[config.mk]
export PLATFORM = sky130hd
export DESIGN_NAME = protection_element
export DESIGN_NICKNAME = d
export VERILOG_FILES = /design/src/pkg/element_pkg.sv /design/src/hdl/protection_element.sv
export VERILOG_INCLUDE_DIRS = /design/src /design/src/pkg
export SDC_FILE = /design/constraint.sdc
export NUM_CORES = 1
export LEC_CHECK = 0
export BUFFER_PORTS_ARGS = -buffer_cell sky130_fd_sc_hd__buf_4
export CAP_MARGIN = 0
export CORE_AREA = 2 2 217 219
export CTS_CLUSTER_SIZE = 30
export DETAILED_ROUTE_END_ITERATION = 7
export DIE_AREA = 0 0 219 221
export PLACE_DENSITY = 0.71
export REMOVE_ABC_BUFFERS = 1
export SETUP_SLACK_MARGIN = 0.5
export SLEW_MARGIN = 20
export SYNTH_ARGS = -nofsm -noshare
export SYNTH_HDL_FRONTEND = slang
export SYNTH_SLANG_ARGS = --single-unit
[constraint.sdc]
create_clock -name clk -period 11.1 [get_ports clk]
set_input_delay 2.775 -clock clk [delete_from_list [all_inputs] [get_ports clk]]
set_output_delay 2.775 -clock clk [all_outputs]
set_load 0.01 [all_outputs]
[src/pkg/element_defs.svh]
// Constants for the protection element output logic
`ifndef ELEMENT_DEFS_SVH
`define ELEMENT_DEFS_SVH

// ----------------------------------------------------------------------
// Widths and counts
// ----------------------------------------------------------------------
`define MEAS_WIDTH      16
`define DELAY_WIDTH     24
`define GROUP_COUNT     6
`define GROUP_SEL_WIDTH 3

// ----------------------------------------------------------------------
// Target mode encodings
// ----------------------------------------------------------------------
`define TARGET_DISABLED 2'h0
`define TARGET_SELF_RST 2'h1
`define TARGET_LATCHED  2'h2

// ----------------------------------------------------------------------
// Reset values
// ----------------------------------------------------------------------
`define DELAY_RESET     24'h000000
`define MEAS_RESET      16'h0000

`endif

[src/pkg/element_pkg.sv]
// Types shared by the protection element output logic
`include "element_defs.svh"

package element_pkg;

   typedef logic [`MEAS_WIDTH-1:0]  meas_type;
   typedef logic [`DELAY_WIDTH-1:0] delay_type;

   // One setting set of a grouped element
   typedef struct packed {
      meas_type  pickup_lo;
      meas_type  pickup_hi;
      delay_type pickup_delay;
      delay_type reset_delay;
   } setting_type;

   // Output flags of the comparator
   typedef struct packed {
      logic pickup;
      logic operate;
      logic dropout;
   } flags_type;

   // One-cycle event records
   typedef struct packed {
      logic pickup_event;
      logic dropout_event;
      logic operate_event;
   } events_type;

   typedef enum logic [1:0] {
      ST_IDLE    = 2'b00,
      ST_PICKUP  = 2'b01,
      ST_OPERATE = 2'b10,
      ST_RESET   = 2'b11
   } op_state_type;

endpackage

[src/hdl/protection_element.sv]
// Generic protection element: comparator, timers, targets and events
//
// Overview of operation
// - Comparator flag is 1 while tested input lies inside the programmed range.
// - Pickup follows value inside setting range; operate after the set pickup delay.
// - Digital variant compares a logic state; others compare an analog value.
// - Grouped element holds six setting sets and uses the active one.
// - Control-class element ignores the active group selection.
// - Per-unit base is larger rated CT; the other input is scaled.
// - Element inactive unless function enabled; disabled after reset.
// - Operate asserts after pickup persists for the pickup delay.
// - Operate holds for the reset delay after input leaves pickup range.
// - Outputs other than trouble_led and in_service_led default to 0 and stay until run supervision is 1.
// - Run falling to 0 clears pickup, operate and dropout flags at the next clock; latched target kept.
// - Block input is one term forming run supervision.
// - Target disabled: no target message and no indicator.
// - Target self-reset: target tracks operate and clears with it.
// - Target latched: target stays set until a reset command.
// - Events disabled: no pickup, dropout or operate records.
// - Events enabled: distinct pickup, dropout and operate records.
// - Dropout event on each pickup flag fall from 1 to 0.
// - Dropout may occur while still operating when reset delay nonzero.
// - Not-programmed: trouble lit, in-service dark, contacts blocked.
// - Once programmed is stored, in-service indicator turns on.
`timescale 1ns/100ps
`include "element_defs.svh"

module protection_element #(
   parameter int MEAS_W  = `MEAS_WIDTH,
   parameter int DELAY_W = `DELAY_WIDTH,
   parameter int GROUPS  = `GROUP_COUNT
) (
   // Clock and reset
   input  wire logic                        clk,
   input  wire logic                        rstn,
   // Element configuration
   input  wire logic                        function_enable,
   input  wire logic                        grouped_class,
   input  wire logic                        digital_variant,
   input  wire logic [1:0]                  target_mode,
   input  wire logic                        events_enable,
   input  wire logic [`GROUP_SEL_WIDTH-1:0] active_group,
   input  wire element_pkg::setting_type    settings [GROUPS],
   // Source scaling of second CT, ratio as Q8.8 of the larger CT
   input  wire logic                        ct2_present,
   input  wire logic [15:0]                 ct2_scale,
   // Measured inputs and supervision
   input  wire element_pkg::meas_type       meas_ct1,
   input  wire element_pkg::meas_type       meas_ct2,
   input  wire logic                        digital_in,
   input  wire logic                        block_in,
   input  wire logic                        run_extra,
   input  wire logic                        target_reset,
   // Relay state
   input  wire logic                        programmed_store,
   input  wire logic                        programmed_value,
   // Outputs
   output element_pkg::flags_type           flags,
   output element_pkg::events_type          events,
   output logic                             target_active,
   output logic                             target_led,
   output logic                             trouble_led,
   output logic                             in_service_led,
   output logic                             contacts_enable
);
   import element_pkg::*;

   // ------------------------------------------------------------------
   // Parameter checks
   // ------------------------------------------------------------------
   if (MEAS_W != `MEAS_WIDTH || DELAY_W != `DELAY_WIDTH) begin : g_width_chk
      $error("Width parameters must match the shared types");
   end
   if (GROUPS < 1 || GROUPS > `GROUP_COUNT) begin : g_group_chk
      $error("Group count out of range");
   end
   if (GROUPS >= (1 << `GROUP_SEL_WIDTH)) begin : g_sel_chk
      $error("Group selector too narrow for the group count");
   end

   // ------------------------------------------------------------------
   // Pin synchronisers
   // ------------------------------------------------------------------
   logic digital_meta_r;
   logic digital_sync_r;
   logic block_meta_r;
   logic block_sync_r;

   // Only the second stage feeds logic
   always_ff @(posedge clk) begin
      if (!rstn) begin
         digital_meta_r <= 1'b0;
         digital_sync_r <= 1'b0;
         // Start blocked until the pin reads low twice
         block_meta_r   <= 1'b1;
         block_sync_r   <= 1'b1;
      end else begin
         digital_meta_r <= digital_in;
         digital_sync_r <= digital_meta_r;
         block_meta_r   <= block_in;
         block_sync_r   <= block_meta_r;
      end
   end

   // ------------------------------------------------------------------
   // Relay programmed state
   // ------------------------------------------------------------------
   logic programmed_r;

   always_ff @(posedge clk) begin
      if (!rstn) begin
         programmed_r <= 1'b0;
      end else if (programmed_store) begin
         programmed_r <= programmed_value;
      end
   end

   assign trouble_led     = ~programmed_r;
   assign in_service_led  = programmed_r;

   // ------------------------------------------------------------------
   // Setting selection and per-unit summing
   // ------------------------------------------------------------------
   function automatic meas_type sat_add(input logic [MEAS_W:0] a, input logic [MEAS_W:0] b);
      logic [MEAS_W+1:0] s;
      s = {1'b0, a} + {1'b0, b};
      sat_add = (s > (MEAS_W+2)'({MEAS_W{1'b1}})) ? {MEAS_W{1'b1}} : s[MEAS_W-1:0];
   endfunction

   setting_type        active_set;
   logic [MEAS_W+15:0] ct2_product;
   meas_type           ct2_scaled;
   meas_type           meas_pu;
   logic               in_range;

   always_comb begin
      active_set = settings[0];
      if (grouped_class && active_group >= 3'h1
          && 32'(active_group) <= GROUPS) begin
         active_set = settings[active_group - 3'h1];
      end
   end

   // Q8.8 ratio: the eight fraction bits are dropped
   assign ct2_product = meas_ct2 * ct2_scale;
   assign ct2_scaled  = ct2_product[MEAS_W+7:8];
   assign meas_pu     = sat_add({1'b0, meas_ct1},
                                {1'b0, ct2_present ? ct2_scaled : `MEAS_RESET});

   always_comb begin
      if (digital_variant) begin
         in_range = digital_sync_r;
      end else begin
         in_range = (meas_pu >= active_set.pickup_lo)
                 && (meas_pu <= active_set.pickup_hi);
      end
   end

   // ------------------------------------------------------------------
   // Run supervision
   // ------------------------------------------------------------------
   logic run;

   // Any term low, block included, holds the comparator cleared
   assign run = function_enable & ~block_sync_r & run_extra;

   // ------------------------------------------------------------------
   // Pickup and operate timing
   // ------------------------------------------------------------------
   op_state_type state_r;
   delay_type    timer_r;
   logic         pickup_r;
   logic         operate_r;

   // One timer serves both delays and restarts on every state change
   always_ff @(posedge clk) begin
      if (!rstn || !run) begin
         state_r   <= ST_IDLE;
         timer_r   <= `DELAY_RESET;
         pickup_r  <= 1'b0;
         operate_r <= 1'b0;
      end else begin
         pickup_r <= in_range;
         case (state_r)
            ST_IDLE: begin
               timer_r <= `DELAY_RESET;
               if (in_range) begin
                  state_r <= ST_PICKUP;
               end
            end
            ST_PICKUP: begin
               if (!in_range) begin
                  state_r <= ST_IDLE;
                  timer_r <= `DELAY_RESET;
               end else if (timer_r >= active_set.pickup_delay) begin
                  state_r   <= ST_OPERATE;
                  operate_r <= 1'b1;
                  timer_r   <= `DELAY_RESET;
               end else begin
                  timer_r <= timer_r + 24'h000001;
               end
            end
            ST_OPERATE: begin
               timer_r <= `DELAY_RESET;
               if (!in_range) begin
                  if (active_set.reset_delay == `DELAY_RESET) begin
                     state_r   <= ST_IDLE;
                     operate_r <= 1'b0;
                  end else begin
                     state_r <= ST_RESET;
                  end
               end
            end
            // Leaving OPERATE took a cycle, so the count stops one short
            ST_RESET: begin
               if (in_range) begin
                  state_r <= ST_OPERATE;
                  timer_r <= `DELAY_RESET;
               end else if (timer_r >= active_set.reset_delay - 24'h000001) begin
                  state_r   <= ST_IDLE;
                  operate_r <= 1'b0;
                  timer_r   <= `DELAY_RESET;
               end else begin
                  timer_r <= timer_r + 24'h000001;
               end
            end
            default: begin
               state_r   <= ST_IDLE;
               operate_r <= 1'b0;
               timer_r   <= `DELAY_RESET;
            end
         endcase
      end
   end

   // ------------------------------------------------------------------
   // Output flags and contact blocking
   // ------------------------------------------------------------------
   logic pickup_d_r;
   logic operate_d_r;

   always_ff @(posedge clk) begin
      if (!rstn) begin
         pickup_d_r  <= 1'b0;
         operate_d_r <= 1'b0;
      end else begin
         pickup_d_r  <= pickup_r;
         operate_d_r <= operate_r;
      end
   end

   // Dropout: pickup lost while the off-delay still holds operate
   assign flags.pickup     = pickup_r;
   assign flags.operate    = operate_r;
   assign flags.dropout    = operate_r & ~pickup_r;
   assign contacts_enable  = programmed_r & operate_r;

   // ------------------------------------------------------------------
   // Event records
   // ------------------------------------------------------------------
   // A run loss clears pickup and so still reports a dropout
   always_ff @(posedge clk) begin
      if (!rstn) begin
         events <= '0;
      end else begin
         events.pickup_event  <= events_enable & pickup_r & ~pickup_d_r;
         events.dropout_event <= events_enable & ~pickup_r & pickup_d_r;
         events.operate_event <= events_enable & operate_r & ~operate_d_r;
      end
   end

   // ------------------------------------------------------------------
   // Target and indicator
   // ------------------------------------------------------------------
   logic target_latch_r;

   // Operate wins over a reset command in the same cycle
   always_ff @(posedge clk) begin
      if (!rstn) begin
         target_latch_r <= 1'b0;
      end else if (target_mode != `TARGET_LATCHED) begin
         target_latch_r <= 1'b0;
      end else if (operate_r) begin
         target_latch_r <= 1'b1;
      end else if (target_reset) begin
         target_latch_r <= 1'b0;
      end
   end

   always_comb begin
      case (target_mode)
         `TARGET_SELF_RST: target_active = operate_r;
         `TARGET_LATCHED:  target_active = target_latch_r | operate_r;
         default:          target_active = 1'b0;
      endcase
   end

   assign target_led = target_active;

endmodule

==> flow_summary.ini <==
[status]
status = complete, but fails checks
violations = setup timing

[critical_path]
cp_slowest_stage_delay_ns = 0.54
cp-start-kind = primary input
critical_path_class = in2reg
crit_fanout = 6
cpMostUsedCell = fa_1
cp.required_ns = 11.26
crit_slowest_cell = fa_1
endpoint_kind = register
cp_data_arrival_time_ns = 11.32

[timing]
period_share_pct = 100.6
hold_violations = 0
slew_viol_final = 0
finalSetupViolations = 25
clock_skew_ns = 0.005625
worst_pin_slew_ns = 0.8672
finalWorstSetupSlack_ns = -0.06455
setup-tns-final_ns = -1.169
slew_headroom_pct = 42.19
rsz0062_at_grt = true
post-route-min-period_ns = 11.16
holdWs_ns = 0.3988
max_freq_mhz = 89.57

[placed_design]
gp_congestion = 0.9882
port-buffer-count = 556
dpl-instance-area_mm2 = 0.02153
dp_cells = 3094
dpl.hpwl_um = 61340

[clocking]
cts_buffers = 5
cts_tree = done
clk_pin_slew_worst_paths_ns = 0.06
clk-insertion-delay-late_ns = 0.29
cts_max_level = 2
cts.sinks = 39
cts_root_buffer = clkbuf_16
hold_buffers = 0
clockBufferDepth = 2

[synthesis]
avgSynthCellArea_um2 = 8.373
synth_seq_cells = 39
synth_top_area_share_pct = 21.07
yosys_warnings = 0
synth_area_leaders = fa_1 21%, ha_1 13%, mux4_2 11%, nand2_1 6.0%, inv_1 5.5%
yosys_most_used_dff = dfxtp_1
yosysMostFrequentCell = nand2_1
yosysTopAreaCell = fa_1
synth_edf_count = 0
synth_cell_types = 63
async_reset_ff_share_pct = 0
syn-cell-area_mm2 = 0.01596
seq_area_frac_synth_pct = 4.892
synth_common_cells = 256 x nand2_1, 234 x inv_1, 172 x a21oi_1
syn_inst = 1906

[power_and_ir_drop]
total_power_uw = 10800
worst_ir_drop_vdd_v = 0.0006944
cellLeakagePower_uw = 0.01067
power.density_mw_per_mm2 = 473.8

[die]
die_x_um = 219
die-area_mm2 = 0.04840
boundaryPins = 557
coreArea_mm2 = 0.04606
initial_core_util_pct = 34.65
die_h_um = 221
num_rows = 79

[drt]
finalWirelength_um = 72620
dr.pass1.iters = 5
avgViaCountPerCell = 5.390
drc_errors = 0
drt_iter0_markers = 1124
ant_nets = 0
vias = 17010
routedWlPerCell_um = 23.02

[finish]
area_delta_synth_final_pct = 42.85
nets = 3406
fin_cells = 3155
drive_gt1_share_pct = 39.99
finalInstanceArea_mm2 = 0.02280

[min_path]
hold_path.class = reg2reg

[global_route]
overflow = 0
grt_pass1_wl_um = 107100
grt_pass1_vias = 17910
grt_max_degree = 79
antenna_found_initial = 29
track_usage_pct = 29.20

[flow_run]
maxCapViolCount = 0
==> sequential cells by signal, summed over array words and instances, names as in the netlist <==
name,flops
events,3
digital_meta_r,1
operate_r,1
pickup_r,1
pickup_d_r,1
state_r,2
operate_d_r,1
block_meta_r,1
block_sync_r,1
timer_r,24
in_service_led,1
digital_sync_r,1
target_latch_r,1
==> path summary, 6_finish.rpt <==
kind                               endpoint    startpoint  depth (start not counted)  slack (ns)
worst min register to register    events[0]   operate_d_r                          1        0.40
worst min-delay path              events[0]   operate_d_r                          1        0.40
worst max register to register   timer_r[1]    timer_r[0]                         12        8.28
worst max-delay path            timer_r[16]  ct2_scale[6]                         40       -0.06
==> metrics by stage <==
stage | setup slack [ns] | util [%]
after floorplan | -1.049 | -
after global placement | -0.9130 | 46.75
after detailed placement | -1.106 | 46.75
after CTS | 0.1450 | 49.06
after global routing | -0.3982 | 49.45
final | -0.06455 | 49.49
==> where the power goes <==
group	switching, µW	internal, µW
clock network	63.3	113
registers	1.88	142
logic	4960	5520
==> routing by layer <==
layer | up-vias | track usage (%) | wire, µm
met5 | - | 0 | 112
met4 | 18 | 13.21 | 3346
met3 | 157 | 5.182 | 5174
met2 | 715 | 52.26 | 37040
met1 | 8359 | 33.65 | 26950
li1 | 7756 | - | -
==> cell type report <==
type	instances	area (µm²)
clock buffer	6	138.9
antenna	25	62.56
multi-input combinational	1520	14500
inverter	234	878.3
sequential	39	780.7
tap	607	759.5
clock inverter	2	38.79
fill	4386	23260
timing repair buffer	722	5635
==> critical path: cells and delay by family <==
kind,cells,cell delay (ns)
adders and majority gates,9,3.59
muxes,1,0.29
buffers and inverters,11,1.17
and+or+nand+nor,11,1.92
AOI/OAI and AO/OA,7,1.42
xor gates and xnor gates,1,0.13
==> what timing repair did <==
action / 4_1_cts / 5_1_grt
setup buffers: 23 / 1
gates resized for setup: 141 / 28
setup endpoints to repair: 28 / 28
pin swaps: 72 / 15
cloned: 4 / 0
==> logic make-up (layout without fill, tap and decap cells) <==
family | count (synthesis) | in the layout | synth area share (%)
flops | 39 | 39 | 4.892
compound gates | 306 | 306 | 11.18
buf+inv | 347 | 964 | 8.491
xor+xnor | 84 | 84 | 4.610
other cells | 0 | 25 | 0
fa+ha+maj | 338 | 338 | 34.40
mux | 162 | 162 | 17.04
simple gates | 630 | 630 | 19.39
==> placed cells by master (no fill, tap or decap), drive strengths merged, types with 40 or more instances in the layout <==
cell,synthesis,layout
a21oi,172,172
inv,234,235
nor3,40,40
mux2,77,77
nor2,42,42
nand3,95,95
mux4,80,80
nand2,258,258
xnor2,53,53
and2,118,118
ha,170,170
fa,168,168
buf,33,722
Power figures use the tool's default switching activity.
